### src/lcam_pkg.sv
// lcam_pkg: constants shared by the logic cell arithmetic design.
// Assumes a single 250 MHz clock and an AXI4-Lite register slave.
`default_nettype none
package lcam_pkg;
  // cluster geometry
  localparam int LCAM_CELLS = 10;
  localparam int LCAM_HALF = 5;
  // register byte offsets
  localparam logic [7:0] LCAM_OFF_MODE = 8'h00;
  localparam logic [7:0] LCAM_OFF_LUTLO = 8'h04;
  localparam logic [7:0] LCAM_OFF_LUTHI = 8'h08;
  localparam logic [7:0] LCAM_OFF_IN = 8'h0c;
  localparam logic [7:0] LCAM_OFF_CTRL = 8'h10;
  localparam logic [7:0] LCAM_OFF_FLOPS = 8'h14;
  localparam logic [7:0] LCAM_OFF_CHAIN = 8'h18;
  localparam logic [7:0] LCAM_OFF_RESULT = 8'h1c;
  // mode register fields
  localparam int LCAM_MODE_LSB = 0;
  localparam int LCAM_FSEL_BIT = 2;
  localparam int LCAM_BYP_LSB = 4;
  localparam int LCAM_SEN_LSB = 8;
  localparam int LCAM_LEN_LSB = 12;
  localparam int LCAM_CKSRC_LSB = 16;
  localparam int LCAM_CARRYONLY_BIT = 20;
  // input register fields: a b c d e0 e1 f0 f1 (bits 0..7)
  localparam int LCAM_IN_F0 = 6;
  localparam int LCAM_IN_F1 = 7;
  // control register fields
  localparam int LCAM_CE_BIT = 0;
  localparam int LCAM_CNT_BIT = 1;
  localparam int LCAM_UP_BIT = 2;
  localparam int LCAM_SUB_BIT = 3;
  localparam int LCAM_SCLR_BIT = 4;
  localparam int LCAM_SLD_BIT = 5;
  localparam int LCAM_CKEN_LSB = 8;
  // chain register fields
  localparam int LCAM_START_LSB = 0;
  localparam int LCAM_SKIP_BIT = 4;
  localparam int LCAM_MEMCOL_BIT = 5;
  localparam int LCAM_HALFSEL_BIT = 6;
  localparam int LCAM_CIN_BIT = 7;
  // reset values
  localparam logic [31:0] LCAM_RST_ZERO = 32'h0000_0000;
  localparam logic [31:0] LCAM_RST_CTRL = 32'h0000_0701;
  // AXI response codes
  localparam logic [1:0] LCAM_RESP_OK = 2'h0;
  localparam logic [1:0] LCAM_RESP_ERR = 2'h2;
  // cell operating modes
  typedef enum logic [1:0] {
    LCAM_NORMAL = 2'b00,
    LCAM_EXT7 = 2'b01,
    LCAM_ARITH = 2'b10,
    LCAM_SHARED = 2'b11
  } lcam_mode_t;
endpackage : lcam_pkg
`default_nettype wire

### src/lcam_adder.sv
// lcam_adder: one ripple stage of two full adders with a two-bit carry select.
// Assumes combinational use inside the cell; no clock.
`default_nettype none
module lcam_adder
  import lcam_pkg::*;
(
  input wire logic [1:0] op_a,
  input wire logic [1:0] op_b,
  input wire logic carry_in,
  output logic [1:0] sum,
  output logic carry_out
);
  logic [2:0] sum_c0;
  logic [2:0] sum_c1;
  // both carry outcomes are computed ahead so the incoming carry only selects
  assign sum_c0 = {1'b0, op_a} + {1'b0, op_b};
  assign sum_c1 = {1'b0, op_a} + {1'b0, op_b} + 3'h1;
  assign sum = carry_in ? sum_c1[1:0] : sum_c0[1:0];
  assign carry_out = carry_in ? sum_c1[2] : sum_c0[2];
endmodule : lcam_adder
`default_nettype wire

### src/lcam_top.sv
// lcam_top: logic cell cluster arithmetic model behind an AXI4-Lite slave.
// Assumes one clock mclk, asynchronous active-low reset, one AXI master.
`default_nettype none
module lcam_top
  import lcam_pkg::*;
(
  input wire logic mclk,
  input wire logic arst_n,
  input wire logic [7:0] s_axi_awaddr,
  input wire logic s_axi_awvalid,
  output logic s_axi_awready,
  input wire logic [31:0] s_axi_wdata,
  input wire logic [3:0] s_axi_wstrb,
  input wire logic s_axi_wvalid,
  output logic s_axi_wready,
  output logic [1:0] s_axi_bresp,
  output logic s_axi_bvalid,
  input wire logic s_axi_bready,
  input wire logic [7:0] s_axi_araddr,
  input wire logic s_axi_arvalid,
  output logic s_axi_arready,
  output logic [31:0] s_axi_rdata,
  output logic [1:0] s_axi_rresp,
  output logic s_axi_rvalid,
  input wire logic s_axi_rready,
  input wire logic [1:0] clk_src,
  output logic [3:0] cell_out,
  output logic chain_carry_out
);
  // software-visible storage
  logic [31:0] mode_reg;
  logic [31:0] lutlo_reg;
  logic [31:0] luthi_reg;
  logic [31:0] in_reg;
  logic [31:0] ctrl_reg;
  logic [31:0] chain_reg;
  logic [3:0] flop_reg;
  logic [3:0] flop_next;
  logic [3:0] out_next;
  logic carry_out_reg;
  logic [1:0] src_meta_reg;
  logic [1:0] src_sync_reg;
  logic [1:0] src_prev_reg;
  // axi handshake state
  logic aw_held_reg;
  logic w_held_reg;
  logic [7:0] awaddr_reg;
  logic [31:0] wdata_reg;
  logic [3:0] wstrb_reg;
  logic [31:0] rdata_next;
  logic rd_ok;
  logic wr_ok;

  // byte-lane merge, used for every writable register
  function automatic logic [31:0] lcam_merge(input logic [31:0] old_v, input logic [31:0] new_v,
                                             input logic [3:0] strb);
    logic [31:0] res;
    res = old_v;
    for (int i = 0; i < 4; i++) begin
      if (strb[i]) begin
        res[i*8 +: 8] = new_v[i*8 +: 8];
      end
    end
    return res;
  endfunction : lcam_merge

  // 4-input lookup selected by four inputs from a 16-bit mask
  function automatic logic lcam_lut4(input logic [15:0] mask, input logic [3:0] sel);
    return mask[sel];
  endfunction : lcam_lut4

  // decoded configuration
  lcam_mode_t mode;
  logic use_f1;
  logic [3:0] bypass;
  logic [3:0] sync_en;
  logic [3:0] load_en;
  logic [2:0] clk_src_sel;
  logic carry_only;
  logic [7:0] din;
  assign mode = lcam_mode_t'(mode_reg[LCAM_MODE_LSB +: 2]);
  assign use_f1 = mode_reg[LCAM_FSEL_BIT];
  assign bypass = mode_reg[LCAM_BYP_LSB +: 4];
  assign sync_en = mode_reg[LCAM_SEN_LSB +: 4];
  assign load_en = mode_reg[LCAM_LEN_LSB +: 4];
  assign clk_src_sel = mode_reg[LCAM_CKSRC_LSB +: 3];
  assign carry_only = mode_reg[LCAM_CARRYONLY_BIT];
  assign din = in_reg[7:0];

  // cluster controls taken from the control register
  logic ce_in;
  logic cnt_en;
  logic cnt_up;
  logic sub_sel;
  logic sclr;
  logic sload;
  logic [2:0] cken;
  assign ce_in = ctrl_reg[LCAM_CE_BIT];
  assign cnt_en = ctrl_reg[LCAM_CNT_BIT];
  assign cnt_up = ctrl_reg[LCAM_UP_BIT];
  assign sub_sel = ctrl_reg[LCAM_SUB_BIT];
  assign sclr = ctrl_reg[LCAM_SCLR_BIT];
  assign sload = ctrl_reg[LCAM_SLD_BIT];
  assign cken = ctrl_reg[LCAM_CKEN_LSB +: 3];

  // three cluster clocks from two synchronised sources, inversion as a third source
  logic [2:0] src_edge;
  logic [2:0] clk_tick;
  assign src_edge[0] = src_sync_reg[0] & ~src_prev_reg[0];
  assign src_edge[1] = src_sync_reg[1] & ~src_prev_reg[1];
  assign src_edge[2] = ~src_sync_reg[0] & src_prev_reg[0];
  assign clk_tick = src_edge & cken & {3{ce_in}};
  // flops 0/1 on cluster clock 0 or 1, flops 2/3 on clock per select bit
  logic [3:0] flop_tick;
  assign flop_tick = {{2{clk_tick[clk_src_sel[2] ? 2 : 1]}}, {2{clk_tick[clk_src_sel[0] ? 1 : 0]}}};

  // extended mode: two five-input halves chosen by f0 or f1
  logic [5:0] six_in;
  logic half_lo;
  logic half_hi;
  logic ext_res;
  logic f_sel;
  logic f_free;
  assign six_in = din[5:0];
  assign half_lo = lutlo_reg[{1'b0, six_in[3:0]}] ^ (six_in[4] & luthi_reg[{1'b0, six_in[3:0]}]);
  assign half_hi = lutlo_reg[{1'b1, six_in[3:0]}] ^ (six_in[5] & luthi_reg[{1'b1, six_in[3:0]}]);
  assign f_sel = use_f1 ? din[LCAM_IN_F1] : din[LCAM_IN_F0];
  assign f_free = use_f1 ? din[LCAM_IN_F0] : din[LCAM_IN_F1];
  assign ext_res = f_sel ? half_hi : half_lo;

  // arithmetic mode: pre-adder lookups, two operands per adder
  logic [1:0] op_a;
  logic [1:0] op_b;
  logic [1:0] adder_sum;
  logic adder_cout;
  logic chain_cin;
  logic [3:0] lut_out;
  assign lut_out[0] = lcam_lut4(lutlo_reg[15:0], din[3:0]);
  assign lut_out[1] = lcam_lut4(lutlo_reg[31:16], din[3:0]);
  assign lut_out[2] = lcam_lut4(luthi_reg[15:0], din[7:4]);
  assign lut_out[3] = lcam_lut4(luthi_reg[31:16], din[7:4]);

  // shared mode: lookups give three-input sum and carry
  logic [1:0] sh_sum;
  logic [1:0] sh_car;
  assign sh_sum[0] = din[0] ^ din[1] ^ din[2];
  assign sh_car[0] = (din[0] & din[1]) | (din[2] & (din[0] ^ din[1]));
  assign sh_sum[1] = din[4] ^ din[5] ^ din[6];
  assign sh_car[1] = (din[4] & din[5]) | (din[6] & (din[4] ^ din[5]));

  // counters add or subtract one; outside shared mode the flops themselves are the accumulator
  logic [1:0] cnt_step;
  logic [1:0] arith_b;
  assign cnt_step = (cnt_up ^ sub_sel) ? 2'h1 : 2'h3;
  assign op_a = (mode == LCAM_SHARED) ? sh_sum : (cnt_en ? flop_reg[1:0] : {lut_out[2], lut_out[0]});
  assign arith_b = (mode == LCAM_SHARED) ? {sh_car[0], 1'b0} : {lut_out[3], lut_out[1]};
  assign op_b = cnt_en ? cnt_step : (sub_sel ? ~arith_b : arith_b);

  // chain start: carry chains at cell 1 or 5, shared chains at cell 1 or 6
  logic [3:0] start_pos;
  logic start_legal;
  logic is_start;
  logic skip_half;
  assign start_pos = chain_reg[LCAM_START_LSB +: 4];
  assign start_legal = (mode == LCAM_SHARED) ? (start_pos == 4'h1 || start_pos == 4'h6)
                                             : (start_pos == 4'h1 || start_pos == 4'h5);
  assign is_start = start_legal;
  // ordinary columns may skip only upper half, memory-capable only lower half
  assign skip_half = chain_reg[LCAM_SKIP_BIT] &
                     (chain_reg[LCAM_MEMCOL_BIT] ? ~chain_reg[LCAM_HALFSEL_BIT]
                                                 : chain_reg[LCAM_HALFSEL_BIT]);
  // a started chain takes the sub carry; a linked chain takes the previous cluster's same half
  // counters fold subtract into the step itself, so no extra start carry then
  assign chain_cin = is_start ? (sub_sel & ~cnt_en) : chain_reg[LCAM_CIN_BIT];

  lcam_adder u_adder (
    .op_a(op_a),
    .op_b(op_b),
    .carry_in(chain_cin),
    .sum(adder_sum),
    .carry_out(adder_cout)
  );

  // per-flop data selection by mode
  logic [3:0] comb_val;
  always_comb begin
    comb_val = lut_out;
    case (mode)
      LCAM_EXT7: begin
        if (use_f1) begin
          comb_val = {ext_res, ext_res, f_free, f_free};
        end else begin
          comb_val = {f_free, f_free, ext_res, ext_res};
        end
      end
      LCAM_ARITH, LCAM_SHARED: begin
        if (carry_only) begin
          comb_val = {lut_out[3], lut_out[2], lut_out[1], lut_out[0]};
        end else begin
          comb_val = {adder_sum, adder_sum};
        end
      end
      default: comb_val = lut_out;
    endcase
  end

  // flop next values: clear beats load beats data, each gated per flop
  always_comb begin
    flop_next = flop_reg;
    for (int i = 0; i < 4; i++) begin
      if (flop_tick[i]) begin
        if (sclr && sync_en[i]) begin
          flop_next[i] = 1'b0;
        end else if (sload && load_en[i]) begin
          flop_next[i] = din[i];
        end else if (mode == LCAM_NORMAL || mode == LCAM_EXT7 || !cnt_en || i < 2) begin
          flop_next[i] = comb_val[i];
        end
      end
    end
  end

  // outputs: bypassed flops show combinational value
  always_comb begin
    for (int i = 0; i < 4; i++) begin
      out_next[i] = bypass[i] ? comb_val[i] : flop_next[i];
    end
  end

  // core flops and source synchroniser
  always_ff @(posedge mclk or negedge arst_n) begin
    if (!arst_n) begin
      flop_reg <= 4'h0;
      cell_out <= 4'h0;
      chain_carry_out <= 1'b0;
      carry_out_reg <= 1'b0;
      src_meta_reg <= 2'h0;
      src_sync_reg <= 2'h0;
      src_prev_reg <= 2'h0;
    end else begin
      src_meta_reg <= clk_src;
      src_sync_reg <= src_meta_reg;
      src_prev_reg <= src_sync_reg;
      flop_reg <= flop_next;
      cell_out <= out_next;
      // final carry is routed out; a skipped half passes carry-in through
      carry_out_reg <= skip_half ? chain_cin : adder_cout;
      chain_carry_out <= skip_half ? chain_cin : adder_cout;
    end
  end

  // axi write path: address and data taken in either order
  logic wr_fire;
  assign wr_fire = aw_held_reg && w_held_reg && !s_axi_bvalid;
  assign wr_ok = (awaddr_reg <= LCAM_OFF_CHAIN) && (awaddr_reg != LCAM_OFF_FLOPS) && (awaddr_reg[1:0] == 2'h0);
  always_ff @(posedge mclk or negedge arst_n) begin
    if (!arst_n) begin
      aw_held_reg <= 1'b0;
      w_held_reg <= 1'b0;
      awaddr_reg <= 8'h00;
      wdata_reg <= LCAM_RST_ZERO;
      wstrb_reg <= 4'h0;
      s_axi_awready <= 1'b0;
      s_axi_wready <= 1'b0;
      s_axi_bvalid <= 1'b0;
      s_axi_bresp <= LCAM_RESP_OK;
    end else begin
      s_axi_awready <= !aw_held_reg && !s_axi_awready && !s_axi_bvalid;
      s_axi_wready <= !w_held_reg && !s_axi_wready && !s_axi_bvalid;
      if (s_axi_awvalid && s_axi_awready) begin
        aw_held_reg <= 1'b1;
        awaddr_reg <= s_axi_awaddr;
      end
      if (s_axi_wvalid && s_axi_wready) begin
        w_held_reg <= 1'b1;
        wdata_reg <= s_axi_wdata;
        wstrb_reg <= s_axi_wstrb;
      end
      if (wr_fire) begin
        aw_held_reg <= 1'b0;
        w_held_reg <= 1'b0;
        s_axi_bvalid <= 1'b1;
        s_axi_bresp <= wr_ok ? LCAM_RESP_OK : LCAM_RESP_ERR;
      end else if (s_axi_bvalid && s_axi_bready) begin
        s_axi_bvalid <= 1'b0;
      end
    end
  end

  // register writes
  always_ff @(posedge mclk or negedge arst_n) begin
    if (!arst_n) begin
      mode_reg <= LCAM_RST_ZERO;
      lutlo_reg <= LCAM_RST_ZERO;
      luthi_reg <= LCAM_RST_ZERO;
      in_reg <= LCAM_RST_ZERO;
      ctrl_reg <= LCAM_RST_CTRL;
      chain_reg <= LCAM_RST_ZERO;
    end else if (wr_fire) begin
      if (awaddr_reg == LCAM_OFF_MODE) begin
        mode_reg <= lcam_merge(mode_reg, wdata_reg, wstrb_reg);
      end else if (awaddr_reg == LCAM_OFF_LUTLO) begin
        lutlo_reg <= lcam_merge(lutlo_reg, wdata_reg, wstrb_reg);
      end else if (awaddr_reg == LCAM_OFF_LUTHI) begin
        luthi_reg <= lcam_merge(luthi_reg, wdata_reg, wstrb_reg);
      end else if (awaddr_reg == LCAM_OFF_IN) begin
        in_reg <= lcam_merge(in_reg, wdata_reg, wstrb_reg);
      end else if (awaddr_reg == LCAM_OFF_CTRL) begin
        ctrl_reg <= lcam_merge(ctrl_reg, wdata_reg, wstrb_reg);
      end else if (awaddr_reg == LCAM_OFF_CHAIN) begin
        chain_reg <= lcam_merge(chain_reg, wdata_reg, wstrb_reg);
      end
    end
  end

  // read decode
  assign rd_ok = (s_axi_araddr <= LCAM_OFF_RESULT) && (s_axi_araddr[1:0] == 2'h0);
  always_comb begin
    rdata_next = LCAM_RST_ZERO;
    if (s_axi_araddr == LCAM_OFF_MODE) begin
      rdata_next = mode_reg;
    end else if (s_axi_araddr == LCAM_OFF_LUTLO) begin
      rdata_next = lutlo_reg;
    end else if (s_axi_araddr == LCAM_OFF_LUTHI) begin
      rdata_next = luthi_reg;
    end else if (s_axi_araddr == LCAM_OFF_IN) begin
      rdata_next = in_reg;
    end else if (s_axi_araddr == LCAM_OFF_CTRL) begin
      rdata_next = ctrl_reg;
    end else if (s_axi_araddr == LCAM_OFF_FLOPS) begin
      rdata_next = {28'h0, flop_reg};
    end else if (s_axi_araddr == LCAM_OFF_CHAIN) begin
      rdata_next = chain_reg;
    end else if (s_axi_araddr == LCAM_OFF_RESULT) begin
      rdata_next = {24'h0, start_legal, skip_half, adder_cout, carry_out_reg, adder_sum, ext_res, chain_cin};
    end
  end

  // axi read path: one outstanding read, answer one cycle after address taken
  always_ff @(posedge mclk or negedge arst_n) begin
    if (!arst_n) begin
      s_axi_arready <= 1'b0;
      s_axi_rvalid <= 1'b0;
      s_axi_rdata <= LCAM_RST_ZERO;
      s_axi_rresp <= LCAM_RESP_OK;
    end else begin
      s_axi_arready <= !s_axi_arready && !s_axi_rvalid;
      if (s_axi_arvalid && s_axi_arready) begin
        s_axi_rvalid <= 1'b1;
        s_axi_rdata <= rdata_next;
        s_axi_rresp <= rd_ok ? LCAM_RESP_OK : LCAM_RESP_ERR;
      end else if (s_axi_rvalid && s_axi_rready) begin
        s_axi_rvalid <= 1'b0;
      end
    end
  end
endmodule : lcam_top
`default_nettype wire

### config.mk
export PLATFORM = sky130hd
export DESIGN_NAME = lcam_top
export DESIGN_NICKNAME = d
export VERILOG_FILES = /design/src/lcam_pkg.sv /design/src/lcam_adder.sv /design/src/lcam_top.sv
export SDC_FILE = /design/constraint.sdc
export NUM_CORES = 1
export LEC_CHECK = 0
export ABC_AREA = 1
export BUFFER_PORTS_ARGS = -buffer_cell sky130_fd_sc_hd__buf_2
export CORE_UTILIZATION = 25
export DETAILED_ROUTE_END_ITERATION = 10
export SLEW_MARGIN = 25
export SYNTH_ARGS = -nofsm -noshare
export SYNTH_HDL_FRONTEND = slang
export SYNTH_SLANG_ARGS = --single-unit
### constraint.sdc
create_clock -name mclk -period 4.6 [get_ports mclk]
set_input_delay 0 -clock mclk [delete_from_list [all_inputs] [get_ports mclk]]
set_output_delay 0 -clock mclk [all_outputs]
set_load 0.02 [all_outputs]
==> impl_metrics.env <==
export IMPL_outcome="completed"
export IMPL_grt_pass1_vias=11900
export IMPL_rr_startpoint="in_reg[4]"
export IMPL_grt_overflow_total=0
export IMPL_dieArea_mm2=0.0554
export IMPL_post_cts_setup_buffers=0
export IMPL_finalSetupTns_ns=0
export IMPL_worst_pin_slew_ns=0.935
export IMPL_antenna_left=0
export IMPL_cts_root_buf="clkbuf_16"
export IMPL_synth_area_leader_cell="dfrtp_1"
export IMPL_p_comb_share_pct=25.7
export IMPL_final_area_mm2=0.0165
export IMPL_holdBufCountCts=57
export IMPL_worstPathRequired_ns=5.04
export IMPL_place_hpwl_um=32700
export IMPL_start_kind="flip-flop"
export IMPL_maxCapViolCount=0
export IMPL_worst_r2r_cell_count=23
export IMPL_cp_top_family="simple AND/OR/NAND/NOR gates"
export IMPL_cts_buffer_depth=3
export IMPL_timing_final_crit_period_ns=3.74
export IMPL_gp_congestion=0.940
export IMPL_drc=0
export IMPL_crit_start="in_reg[4]"
export IMPL_syn_avg_cell_area_um2=8.27
export IMPL_viasPerCell=4.78
export IMPL_layout_common_cells="nand2_1, dfrtp_1, o21ai_0"
export IMPL_hp_class="in -> async"
export IMPL_final_nets=1851
export IMPL_first_pass_iters=6
export IMPL_setup_viol=0
export IMPL_crit_top_cell="nand2_1"
export IMPL_grt_pass1_wl_um=72000
export IMPL_critPathArrivalTime_ns=4.18
export IMPL_fillers=5734
export IMPL_cts_resized=0
export IMPL_core_area_mm2=0.0538
export IMPL_worstSetupPathType="reg -> reg"
export IMPL_cts_tree="yes"
export IMPL_clk_latency_ns=0.56
export IMPL_synth_area_top_cells="dfrtp_1, nand2_1, o21ai_0"
export IMPL_initial_core_util_pct=25.3
export IMPL_num_rows=85
export IMPL_critPathMaxStageDelay_ns=0.69
export IMPL_seqPwrFrac_pct=41.5
export IMPL_power_switching_mw=3.18
export IMPL_rsz0062_at_grt="false"
export IMPL_die_w_um=235
export IMPL_ys_seq_area_share_pct=53.7
export IMPL_cts_sinks=292
export IMPL_slew_headroom_pct=37.2
export IMPL_switching_share_pct=36.2
export IMPL_grt_usage_pct=16.9
export IMPL_worstPathMaxFanout=19
export IMPL_end_kind="flip-flop"
export IMPL_yosysTopAreaCellShare_pct=52.9
export IMPL_worstPathCellList="inv_2 > a21oi_1 > o21ai_1 > nand3_1 > nand3_1 > and2_1 > nand2_1 > o211ai_1 > o21ai_0 > xor2_1 > fa_1 > inv_1 > ha_1 > nand2_2 > nand3_2 > nand2_2 > nand2_1 > a2bb2oi_1 > nand2_1 > o21ai_1 > nand2_1 > nand2_1 > nand2_1"
export IMPL_final_hold_viol_count=0
export IMPL_post_drt_wl_per_cell_um=18.5
export IMPL_synth_edff_count=0
export IMPL_place_inst=2388
export IMPL_period_share_pct=81.3
export IMPL_mostFrequentLayoutCell="nand2_1"
export IMPL_p_per_area_mw_per_mm2=532
export IMPL_synth_area_mm2=0.0136
export IMPL_vias=12000
export IMPL_p_clk_share_pct=32.7
export IMPL_portBuffers=104
export IMPL_clock_skew_final_ns=0.0242
export IMPL_grt_max_degree=109
export IMPL_yosysWarnings=0
export IMPL_clk_pin_slew_ns=0.07
export IMPL_fmax_mhz=267
export IMPL_grt_antenna_before_repair=0
export IMPL_r2r_end="cell_out[1]"
export IMPL_drt_iter0_markers=1090
export IMPL_p_leak_nw=7.52
export IMPL_rrSetupSlack_ns=0.86
export IMPL_synthDistinctLibCells=52
export IMPL_intPower_mw=5.61
export IMPL_htree_num_levels=2
export IMPL_holdWs_ns=0.0337
export IMPL_critPathBufInv=2
export IMPL_ioPinCount=107
export IMPL_placedInstanceArea_mm2=0.0148
export IMPL_vdd_drop_max_mv=0.240
export IMPL_netlist_instances=1647
export IMPL_cts_made_buffers=35
export IMPL_synth_seq_cells=292
export IMPL_antenna_cells=0
export IMPL_crit_path_top_delay_cell="dfrtp_1"
export IMPL_ys_async_sr_fraction_pct=100
export IMPL_dieHeight_um=235
export IMPL_drive_gt1_share_pct=12.0
export IMPL_layout_cells_non_filler=2508
export IMPL_synthToLayoutAreaGrowth_pct=21.5
export IMPL_drv_slew=0
export IMPL_synth_ff_type="dfrtp_1"
export IMPL_drt_total_wl_um=46400
## synth_stat cells, drive strengths merged, types with 2 or more instances
library cell  count
a22o              3
or2               3
a21oi            32
buf              26
dfstp             4
a211oi           18
inv             143
nand3b            2
fa                2
nand3            88
a2bb2oi           2
ha                2
dfrtp           288
nor2             81
o2111ai          12
o22ai             8
a41oi             2
nand2           527
clkinv            3
nor3              7
nand4             9
o211ai           10
a221oi           15
clkbuf           49
o221ai            4
o21ai           296
## cell type report
class	instances	area, um^2	share of cell area [%]
Tap cell	696	871	5.26
Multi-Input combinational cell	1135	5370	32.5
Timing Repair Buffer	176	1240	7.49
Inverter	146	561	3.39
Clock buffer	51	1030	6.21
Sequential cell	292	7310	44.2
Clock inverter	12	158	0.953
## worst reg2reg max path: stages, from the launching register on
cell and delay (ns):
dfrtp_1 0.69, inv_2 0.24, a21oi_1 0.19, o21ai_1 0.08, nand3_1 0.08, nand3_1 0.08
and2_1 0.20, nand2_1 0.08, o211ai_1 0.07, o21ai_0 0.10, xor2_1 0.22, fa_1 0.43
inv_1 0.08, ha_1 0.24, nand2_2 0.09, nand3_2 0.07, nand2_2 0.08, nand2_1 0.07
a2bb2oi_1 0.13, nand2_1 0.09, o21ai_1 0.13, nand2_1 0.09, nand2_1 0.06, nand2_1 0.04
## metrics by stage
step / setup WS (ns) / power (mW) / util (%)
global placement: 0.940 / 5.81 / 27.5
CTS: 0.859 / 8.86 / 30.7
detailed placement: 0.881 / 5.87 / 27.5
finish: 0.859 / 8.79 / 30.7
global route: 0.377 / 9.35 / 30.7
floorplan: 1.46 / 5.01 / -
## metal layers
layer  up-vias  track usage [%]  wire length [um]
met3        61             4.01              3510
met4         0             4.08               806
met5         -                0                 0
met2       444             26.1             20500
li1       5704                -                 -
met1      5776             23.8             21600
## worst max path at each step
stage	to	slack, ns	cells after the start
CTS	cell_out[3]	0.86	24
global placement	cell_out[3]	0.94	24
floorplan	cell_out[1]	1.46	23
finish	cell_out[1]	0.86	23
global route	cell_out[3]	0.38	25
detailed placement	cell_out[3]	0.88	24
## power by group through the flow
stage	Clock, mW	Combinational, mW	Sequential, mW
floorplan	0	1.47	3.54
global placement	0	2.14	3.66
detailed placement	0	2.19	3.68
CTS	2.94	2.27	3.64
global route	3.05	2.59	3.72
finish	2.88	2.26	3.65
## logic make-up after synthesis
kind of cell / Yosys count / share of synthesized area [%]
AND/OR/NAND/NOR: 720 / 21.9
flip-flops: 292 / 53.7
AO/OA/AOI/OAI: 407 / 16.8
adder cells (fa/ha/maj): 4 / 0.478
other: 1 / 0.0275
XOR/XNOR: 2 / 0.129
buffers and inverters: 221 / 6.97
(Power assumes the default switching activity.)
